===== src/rtl/rxsdo_pkg.sv =====
// package for the receive system data output stage
package rxsdo_pkg;

   // ==========================================================
   // sizes
   localparam int LINKS = 8;
   localparam int GROUP = 4;

   // ==========================================================
   // register map (byte addresses, one word each)
   localparam logic [11:0] RXSDO_GLOBAL_ADDR  = 12'h040; // 010H word
   localparam logic [11:0] RXSDO_DRVDIS_ADDR  = 12'h08C; // 023H word
   localparam logic [11:0] RXSDO_STATUS_ADDR  = 12'h100;
   localparam logic [11:0] RXSDO_SIGPOS_ADDR  = 12'h104;

   // field positions
   localparam int SLAVE_SEL_BIT = 4;  // link-1 clock select
   localparam int MODE_LSB      = 0;  // two-bit output mode
   localparam int DRV_DIS_BIT   = 4;  // per-link driver disable

   // reset values
   localparam logic [31:0] GLOBAL_RST = 32'h0000_0000;
   localparam logic [7:0]  DRVDIS_RST = 8'h00;
   localparam logic [7:0]  SIG_MASK   = 8'h0F;  // lower nibble b5..b8

   // ==========================================================
   // types
   typedef enum logic [1:0] {
      RXSDO_MASTER = 2'b00,
      RXSDO_SLAVE  = 2'b01,
      RXSDO_MUX    = 2'b10
   } rxsdo_mode_t;

   typedef struct packed {
      logic [7:0] data;
      logic [7:0] sig;
   } rxsdo_byte_t;

endpackage : rxsdo_pkg


===== src/rtl/rxsdo_buf.sv =====
// two-entry valid/ready buffer for one data byte word
`timescale 1ns/1ns
`default_nettype none
module rxsdo_buf
   import rxsdo_pkg::*;
(
   // clock and reset
   input  wire logic        pclk,
   input  wire logic        presetn,
   // fill side
   input  wire logic        in_valid,
   output logic             in_ready,
   input  wire rxsdo_byte_t in_data,
   // drain side
   output logic             out_valid,
   input  wire logic        out_ready,
   output rxsdo_byte_t      out_data
);

   // ==========================================================
   // storage
   rxsdo_byte_t mem_reg [2];
   logic        wptr_reg;
   logic        rptr_reg;
   logic [1:0]  count_reg;
   logic        push;
   logic        pop;

   // full only at two, so a stalled drain really back-pressures
   assign in_ready  = (count_reg != 2'd2);
   assign out_valid = (count_reg != 2'd0);
   assign push      = in_valid & in_ready;
   assign pop       = out_valid & out_ready;
   assign out_data  = mem_reg[rptr_reg];

   // write side
   always_ff @(posedge pclk or negedge presetn) begin
      if (!presetn) begin
         wptr_reg <= 1'b0;
         mem_reg[0] <= '0;
         mem_reg[1] <= '0;
      end else if (push) begin
         mem_reg[wptr_reg] <= in_data;
         wptr_reg <= ~wptr_reg;
      end
   end

   // read side and occupancy
   always_ff @(posedge pclk or negedge presetn) begin
      if (!presetn) begin
         rptr_reg  <= 1'b0;
         count_reg <= 2'd0;
      end else begin
         if (pop) begin
            rptr_reg <= ~rptr_reg;
         end
         count_reg <= count_reg + {1'b0, push} - {1'b0, pop};
      end
   end

endmodule : rxsdo_buf
`default_nettype wire


===== src/rtl/rxsdo_top.sv =====
// receive system data output stage: serial, slave and multiplexed outputs
//
// Functional notes
// global disable pin high tri-states line drivers of all eight links.
// per-link disable bit 4 at 023H tri-states only that link's drivers.
// master mode updates each serial output on its own link clock.
// slave mode, bit 4 at 010H picks own clock or link-1 clock.
// multiplexed mode byte-interleaves links 1-4 and links 5-8 onto two outputs.
// both multiplexed outputs update on the common multiplexed clock.
// backup multiplexed outputs carry exactly the primary outputs' data.
// signaling sits in lower nibble, aligned with its channel's data.
//
// The placing of the registers and the APB register port were chosen for this implementation.
`timescale 1ns/1ns
`default_nettype none
module rxsdo_top
   import rxsdo_pkg::*;
(
   // clock and reset
   input  wire logic               pclk,
   input  wire logic               presetn,
   // apb slave
   input  wire logic               psel,
   input  wire logic               penable,
   input  wire logic               pwrite,
   input  wire logic [11:0]        paddr,
   input  wire logic [31:0]        pwdata,
   output logic [31:0]             prdata,
   output logic                    pready,
   output logic                    pslverr,
   // framer byte stream, one byte per link at a time
   input  wire logic [LINKS-1:0]   byte_valid,
   output logic [LINKS-1:0]        byte_ready,
   input  wire rxsdo_byte_t [LINKS-1:0] byte_in,
   // timing strobes sampled on pclk
   input  wire logic [LINKS-1:0]   rx_sys_clock,
   input  wire logic               rx_mux_clock,
   // serial system outputs
   output logic [LINKS-1:0]        rx_sys_serial_out,
   output logic [LINKS-1:0]        rx_signaling_out,
   // multiplexed system outputs
   output logic [1:0]              rx_mux_out_primary,
   output logic [1:0]              rx_mux_out_backup,
   output logic [1:0]              rx_mux_sig_primary,
   output logic [1:0]              rx_mux_sig_backup,
   // line driver control
   input  wire logic               global_driver_disable_in,
   input  wire logic [LINKS-1:0]   line_out_positive_in,
   input  wire logic [LINKS-1:0]   line_out_negative_in,
   output logic [LINKS-1:0]        line_out_positive,
   output logic [LINKS-1:0]        line_out_negative,
   output logic [LINKS-1:0]        line_out_oe
);

   // ==========================================================
   // registers
   logic [31:0]       global_reg;
   logic [LINKS-1:0]  link_driver_disable_bit;
   logic [31:0]       prdata_next;
   rxsdo_mode_t       mode;
   logic              rx_slave_clock_select;
   logic              wr_en;

   assign mode = rxsdo_mode_t'(global_reg[MODE_LSB +: 2]);
   assign rx_slave_clock_select = global_reg[SLAVE_SEL_BIT];
   assign wr_en = psel & penable & pwrite;
   assign pready  = 1'b1;  // zero-wait slave
   assign pslverr = 1'b0;

   // per-link disable window, shared by write and read decode
   function automatic logic drvdis_hit(input logic [11:0] a);
      return (a >= RXSDO_DRVDIS_ADDR) &&
             (a < RXSDO_DRVDIS_ADDR + 12'h020);
   endfunction : drvdis_hit

   // link index of a disable word; first word sits at index 3
   function automatic logic [2:0] drvdis_link(input logic [11:0] a);
      return a[4:2] - 3'd3;
   endfunction : drvdis_link

   // global mode and clock select word
   always_ff @(posedge pclk or negedge presetn) begin
      if (!presetn) begin
         global_reg <= GLOBAL_RST;
      end else if (wr_en && paddr == RXSDO_GLOBAL_ADDR) begin
         global_reg <= pwdata;
      end
   end

   // per-link driver disable; only bit 4 of each word stored
   always_ff @(posedge pclk or negedge presetn) begin
      if (!presetn) begin
         link_driver_disable_bit <= DRVDIS_RST;
      end else if (wr_en && drvdis_hit(paddr)) begin
         link_driver_disable_bit[drvdis_link(paddr)] <= pwdata[DRV_DIS_BIT];
      end
   end

   // read mux; unmapped reads return zero
   always_comb begin
      prdata_next = 32'h0000_0000;
      if (paddr == RXSDO_GLOBAL_ADDR) begin
         prdata_next = global_reg;
      end else if (drvdis_hit(paddr)) begin
         prdata_next[DRV_DIS_BIT] =
            link_driver_disable_bit[drvdis_link(paddr)];
      end else if (paddr == RXSDO_STATUS_ADDR) begin
         prdata_next = {16'h0000, byte_ready, line_out_oe};
      end else if (paddr == RXSDO_SIGPOS_ADDR) begin
         prdata_next = {24'h000000, SIG_MASK};
      end
   end

   // read data captured in setup, so it stands through the access
   always_ff @(posedge pclk or negedge presetn) begin
      if (!presetn) begin
         prdata <= '0;
      end else if (psel && !penable) begin
         prdata <= prdata_next;
      end
   end

   // ==========================================================
   // line drivers
   // global pin wins
   // per-link bit
   always_ff @(posedge pclk or negedge presetn) begin
      if (!presetn) begin
         line_out_oe       <= '0;
         line_out_positive <= '0;
         line_out_negative <= '0;
      end else begin
         line_out_oe <= global_driver_disable_in ? '0
                        : ~link_driver_disable_bit;
         line_out_positive <= line_out_positive_in;
         line_out_negative <= line_out_negative_in;
      end
   end

   // ==========================================================
   // per-link clock edge selection and buffers
   logic [LINKS-1:0] clk_d_reg;
   logic             mux_d_reg;
   logic [LINKS-1:0] edge_sel;
   logic             mux_edge;

   always_ff @(posedge pclk or negedge presetn) begin
      if (!presetn) begin
         clk_d_reg <= '0;
         mux_d_reg <= 1'b0;
      end else begin
         clk_d_reg <= rx_sys_clock;
         mux_d_reg <= rx_mux_clock;
      end
   end
   // common multiplexed clock edge
   assign mux_edge = rx_mux_clock & ~mux_d_reg;

   rxsdo_byte_t [LINKS-1:0] buf_data;
   logic [LINKS-1:0]        buf_valid;
   logic [LINKS-1:0]        buf_take;
   rxsdo_byte_t             shift_reg [LINKS];
   logic [2:0]              bit_cnt_reg [LINKS];

   genvar g;
   generate
      for (g = 0; g < LINKS; g++) begin : g_link
         // own clock in master mode
         // slave mode picks own or link-1 clock
         assign edge_sel[g] =
            (mode == RXSDO_SLAVE && rx_slave_clock_select)
            ? (rx_sys_clock[0] & ~clk_d_reg[0])
            : (rx_sys_clock[g] & ~clk_d_reg[g]);

         rxsdo_buf u_buf (
            .pclk      (pclk),
            .presetn   (presetn),
            .in_valid  (byte_valid[g]),
            .in_ready  (byte_ready[g]),
            .in_data   (byte_in[g]),
            .out_valid (buf_valid[g]),
            .out_ready (buf_take[g]),
            .out_data  (buf_data[g])
         );

         // serial shifter: loads a byte every eighth edge, msb first
         always_ff @(posedge pclk or negedge presetn) begin
            if (!presetn) begin
               shift_reg[g]   <= '0;
               bit_cnt_reg[g] <= 3'd0;
            end else if (mode != RXSDO_MUX && edge_sel[g]) begin
               bit_cnt_reg[g] <= bit_cnt_reg[g] + 3'd1;
               if (bit_cnt_reg[g] == 3'd0) begin
                  shift_reg[g] <= buf_valid[g] ? buf_data[g] : '0;
               end else begin
                  shift_reg[g].data <= {shift_reg[g].data[6:0], 1'b0};
                  shift_reg[g].sig  <= {shift_reg[g].sig[6:0], 1'b0};
               end
            end
         end
      end
   endgenerate

   // ==========================================================
   // multiplexed path: byte-interleaved groups of four links
   logic [1:0]  mux_link_reg;   // link within group
   logic [2:0]  mux_bit_reg;
   rxsdo_byte_t mux_sh_reg [2];

   always_comb begin
      buf_take = '0;
      for (int l = 0; l < LINKS; l++) begin
         if (mode == RXSDO_MUX) begin
            buf_take[l] = mux_edge && mux_bit_reg == 3'd0 &&
                          mux_link_reg == 2'(l % GROUP);
         end else begin
            buf_take[l] = edge_sel[l] && bit_cnt_reg[l] == 3'd0;
         end
      end
   end

   // group a takes links 1-4, group b links 5-8
   always_ff @(posedge pclk or negedge presetn) begin
      if (!presetn) begin
         mux_link_reg  <= 2'd0;
         mux_bit_reg   <= 3'd0;
         mux_sh_reg[0] <= '0;
         mux_sh_reg[1] <= '0;
      end else if (mode == RXSDO_MUX && mux_edge) begin
         mux_bit_reg <= mux_bit_reg + 3'd1;
         for (int k = 0; k < 2; k++) begin
            if (mux_bit_reg == 3'd0) begin
               mux_sh_reg[k] <=
                  buf_valid[k*GROUP + int'(mux_link_reg)]
                  ? buf_data[k*GROUP + int'(mux_link_reg)] : '0;
            end else begin
               mux_sh_reg[k].data <= {mux_sh_reg[k].data[6:0], 1'b0};
               mux_sh_reg[k].sig  <= {mux_sh_reg[k].sig[6:0], 1'b0};
            end
         end
         if (mux_bit_reg == 3'd7) begin
            mux_link_reg <= mux_link_reg + 2'd1;
         end
      end
   end

   // ==========================================================
   // output pins
   // upper nibble masked, lower nibble shifted with its data byte
   always_comb begin
      for (int l = 0; l < LINKS; l++) begin
         rx_sys_serial_out[l] = shift_reg[l].data[7];
         rx_signaling_out[l]  = shift_reg[l].sig[7] &
                                (bit_cnt_reg[l] > 3'd4 ||
                                 bit_cnt_reg[l] == 3'd0);
      end
      for (int k = 0; k < 2; k++) begin
         rx_mux_out_primary[k] = mux_sh_reg[k].data[7];
         rx_mux_sig_primary[k] = mux_sh_reg[k].sig[7] &
                                 (mux_bit_reg > 3'd4 ||
                                  mux_bit_reg == 3'd0);
      end
   end
   // backup mirrors primary
   assign rx_mux_out_backup = rx_mux_out_primary;
   assign rx_mux_sig_backup = rx_mux_sig_primary;

endmodule : rxsdo_top
`default_nettype wire


===== config.mk =====
export PLATFORM = sky130hd
export DESIGN_NAME = rxsdo_top
export DESIGN_NICKNAME = d
export VERILOG_FILES = /design/src/rtl/rxsdo_pkg.sv /design/src/rtl/rxsdo_buf.sv /design/src/rtl/rxsdo_top.sv
export SDC_FILE = /design/constraint.sdc
export NUM_CORES = 1
export LEC_CHECK = 0
export BUFFER_PORTS_ARGS = -buffer_cell sky130_fd_sc_hd__buf_4
export CAP_MARGIN = 40
export CELL_PAD_IN_SITES_DETAIL_PLACEMENT = 0
export CELL_PAD_IN_SITES_GLOBAL_PLACEMENT = 2
export CORE_MARGIN = 2
export CORE_UTILIZATION = 45
export DETAILED_ROUTE_END_ITERATION = 8
export HOLD_SLACK_MARGIN = 0.15
export PLACE_DENSITY = 0.88
export SYNTH_ARGS = -nofsm -noshare
export SYNTH_HDL_FRONTEND = slang
export SYNTH_HIERARCHICAL = 1
export SYNTH_SLANG_ARGS = --single-unit

===== constraint.sdc =====
create_clock -name pclk -period 4.25 [get_ports pclk]
set_input_delay 0.425 -clock pclk [delete_from_list [all_inputs] [get_ports pclk]]
set_output_delay 0.425 -clock pclk [all_outputs]
set_load 0.1 [all_outputs]

==> metrics.md <==
| Metric | Value |
|---|---|
| Critical Path Slowest Stage Cell | and3b_2 |
| Worst-Skew Late Latency | 610 ps |
| Number of fill cells in the layout | 4943 |
| Critical setup path kind | reg -> reg |
| Synth cell types | 51 |
| Final routed wire length divided by cell count | 21.04 µm |
| Effective utilization at floorplan | 0.4536 |
| Post-Syn Instances | 2002 |
| Vias in the first global route | 18740 |
| Worst Max-Slew Pin Slew | 895.4 ps |
| Largest register FFs | 256 |
| Crit share post-route | 0.7727 |
| Hold Vio Cnt, Final | 0 |
| Final weighted congestion in routability-driven placement | 0.8314 |
| Layout cells sized above 1 | 0.4194 |
| Number of buffers inserted by post-CTS setup repair | 0 |
| Fraction of the mapped netlist area in simple logic gates | 0.05581 |
| Layout Nets | 2728 |
| Quantity of gates resized following cts | 0 |
| Fraction of power consumed by the clock network | 0.246 |
| Switching portion of total power | 0.3426 |
| Kind of start point of the critical path | register |
| Leakage power summed over all cells | 16.23 nW |
| Number of synthesized flops with an enable pin | 0 |
| Top cell type by total area after synthesis | dfrtp_1 |
| Number of rows in the core area | 91 |
| Pwr Total | 24.98 mW |
| Multi-input gate area in the final layout | 12000 µm² |
| Maximum clock path buffer count | 3 |
| Compound-cell area share of the yosys netlist | 0.06487 |
| Pre-CTS setup slack | 960.5 ps |
| Sequential Area | 14570 µm² |
| Share of flip-flops with an asynchronous set or reset after synthesis | 1.000 |
| Post-synthesis instance area | 27890 µm² |
| Largest family of logic cells by synthesized area | multiplexers |
| Vias | 17690 |
| Maximum clock frequency | 0.3045 GHz |
| Count of clock tree sinks | 582 |
| Highest net fanout along the worst path | 43 |
| Proportion of power drawn by flip-flops and latches | 0.363 |
| Detailed Route WL | 69670 µm |
| Height of the die | 253.0 µm |
| Aggregate global routing overflow | 0 |
| Share of synthesized area spent on multiplexers | 0.2700 |
| Clock skew | 29.40 ps |
| Busiest grt layer | met2 |
| Top cell family by delay on the critical path | simple AND/OR/NAND/NOR gates |
| First-pass GRT wire length | 108900 µm |
| Number of detailed-route iterations in the first pass | 5 |
| GR Util met2 | 0.3469 |
| Required time of the critical path | 4770 ps |
| Iter 0 DRT Violations | 1019 |
| Number of antenna violations at the first check in global routing | 5 |
| Number of max-slew violations in the final report | 0 |
| Area share of the leading cell type in the synthesized netlist | 0.5222 |
| Xor/xnor cell area share of the yosys netlist | 0.01633 |
| Minimum clock period after layout | 3284 ps |
| I/O pins | 301 |
| Core Footprint | 61480 µm² |
| Root Buffer Master | clkbuf_16 |
| WP buf/inv | 1 |
| Remaining antenna violation count after routing | 0 |
| Clock Pin Slew Worst Setup and Hold Paths | 60 ps |
| Summed negative setup slack over all endpoints | 0 ps |
| Die area | 63990 µm² |
| Crit path DAT | 3810 ps |
| Width of the die | 253.0 µm |
| Post-layout utilization of the core | 0.5694 |
| Number of design rule violations left after detail routing | 0 |
| Adder and majority gate portion of the synthesized area | 0.02288 |
| Leading post-synthesis cells by cell area | dfrtp_1 52%, mux2_2 15%, mux2_4 8.6% |
| Critical path endpoint category | register |
| Max Cap Viol | 0 |
| Sequence of cells on the critical path | nor2b_1, and3b_2, nand3_1, o21ai_0, and2_1, ha_1, inv_1, ha_1, xnor2_1, xnor2_1 |
| Worst reg-to-reg setup slack | 970 ps |
| Area added between synthesis and finish | 25.53% |
| Worst slew margin | 0.4031 |
| Total power density per cell area | 713.6 nW/µm² |
| # H-tree levels | 3 |
| Drt via density | 5.340 |
| Setup slack after layout | 965.9 ps |
| Slowest cell delay on critical path | 820 ps |
| Number of warning messages in the yosys log | 6 |
| HPWL Detailed | 49730 µm |
| Number of register bits inferred by synthesis | 582 |
| Count of final setup violators | 0 |
| Result of the run | complete, no violations |
| Post-synth net total | 2264 |
| Predominant post-synthesis flop cell | dfrtp_1 |
| CTS tree | built |
| Met3 capacity usage during global routing | 0.04780 |
| Pin count of the biggest net entering global routing | 104 |
| Unrepaired setup endpoints after global routing | no |
| Combinational power share | 0.391 |
| Global Route met1 Usage | 0.3067 |
| Count of buffers from port buffering | 298 |
| Internal power | 16.42 mW |
| Worst min path class | in -> reg |
| Post-CTS Hold Fix Bufs | 191 |
| Avg Cell Area, Syn | 13.93 µm² |
| Cts bufs inserted | 68 |
| Total GRT Usage | 0.2202 |
| Worst vdd rail ir drop | 0.3512 mV |
| Sequential fraction of the synthesis area | 0.5222 |
| Net switching component of the power | 8.560 mW |
cell type report:
cell class	instances	share of cell area
flip-flops and latches	582	0.4161
repair buffers	530	0.1366
clock inverters	26	0.009184
inverters	71	0.007612
well taps	790	0.02823
clock buffers	98	0.05936
diodes	2	0.0001429
multi-input cells	1213	0.3428
metrics by stage:
step	cell area, µm²	hold slack [ps]	cells
floorplan	27890	129.4	2002
global placement	30260	425.9	2970
detailed placement	30690	428.9	2995
CTS	35010	158.4	3310
global route	35010	181.9	3312
finish	35010	189.7	3312
logic make-up (layout without fill, tap and decap cells):
| family | Yosys count | after routing |
|---|---|---|
| xor gates and xnor gates | 52 | 52 |
| buffers and inverters | 207 | 725 |
| other | 2 | 4 |
| adders and majority gates | 51 | 51 |
| muxes | 581 | 581 |
| and+or+nand+nor | 275 | 275 |
| DFF | 582 | 582 |
| AOI/OAI and AO/OA | 252 | 252 |
power by group through the flow:
stage / logic [mW] / clock network [mW] / registers [mW]
2_1_floorplan: 7.51 / 0 / 8.56
3_3_place_gp: 9.23 / 0 / 8.99
3_5_place_dp: 9.60 / 0 / 9.13
4_1_cts: 9.79 / 6.31 / 9.07
5_1_grt: 10.4 / 6.57 / 9.34
6_report: 9.76 / 6.15 / 9.07
metal layers:
layer	wire, µm	vias to the layer above	share of wire
li1	-	8056	-
met1	31750	9114	0.46
met2	32480	402	0.47
met3	3631	112	0.052
met4	1793	2	0.026
met5	13	-	0.00019
path summary, 6_finish.rpt:
path | from | cells after the start | endpoint
max | global_reg[0] | 10 | g_link[2].u_buf/count_reg[1]
min | byte_valid[4] | 3 | g_link[4].u_buf/wptr_reg
max reg2reg | global_reg[0] | 10 | g_link[2].u_buf/count_reg[1]
min reg2reg | link_driver_disable_bit[0] | 1 | line_out_oe[0]
max in group asynchronous | presetn | 3 | g_link[5].u_buf/mem_reg[25]
min in group asynchronous | presetn | 2 | line_out_negative[0]
cell usage after synthesis, drive strengths merged, types with 2 or more instances:
library cell	count
o21ai	47
mux4	36
inv	71
and3	14
or3	2
nand4	3
xor2	10
a32oi	4
a221o	11
nor2	53
or2	8
nand2b	12
nor4	2
and3b	10
clkbuf	46
a21oi	52
o211ai	7
mux2i	15
o22ai	4
a22o	96
dfrtp	582
nor2b	61
and2	28
xnor2	42
o22a	4
nor3	6
nand2	53
buf	90
or4	2
a31oi	25
mux2	530
nand3	18
conb	2
ha	51
placed cells by master (no fill, tap or decap), types with 28 or more instances in the layout:
master | netlist | final
dfrtp_1 | 582 | 580
nand2_1 | 53 | 53
a22o_1 | 96 | 96
buf_4 | 21 | 307
dlygate4sd3_1 | 0 | 191
and2_1 | 28 | 28
nor2_1 | 53 | 52
inv_1 | 71 | 71
mux4_2 | 36 | 36
nor2b_1 | 61 | 61
ha_1 | 51 | 50
mux2_2 | 368 | 368
xnor2_1 | 42 | 42
mux2_4 | 160 | 160
a21oi_1 | 51 | 51
o21ai_0 | 40 | 40
clkbuf_16 | 0 | 71
tightest hold or removal path: cells and delay by family:
kind                   cells  cell delay (ps)
AND/OR/NAND/NOR            1              100
XOR/XNOR                   1               70
buffers and inverters      1              130
Note: power is estimated with default switching activity, not from simulation.
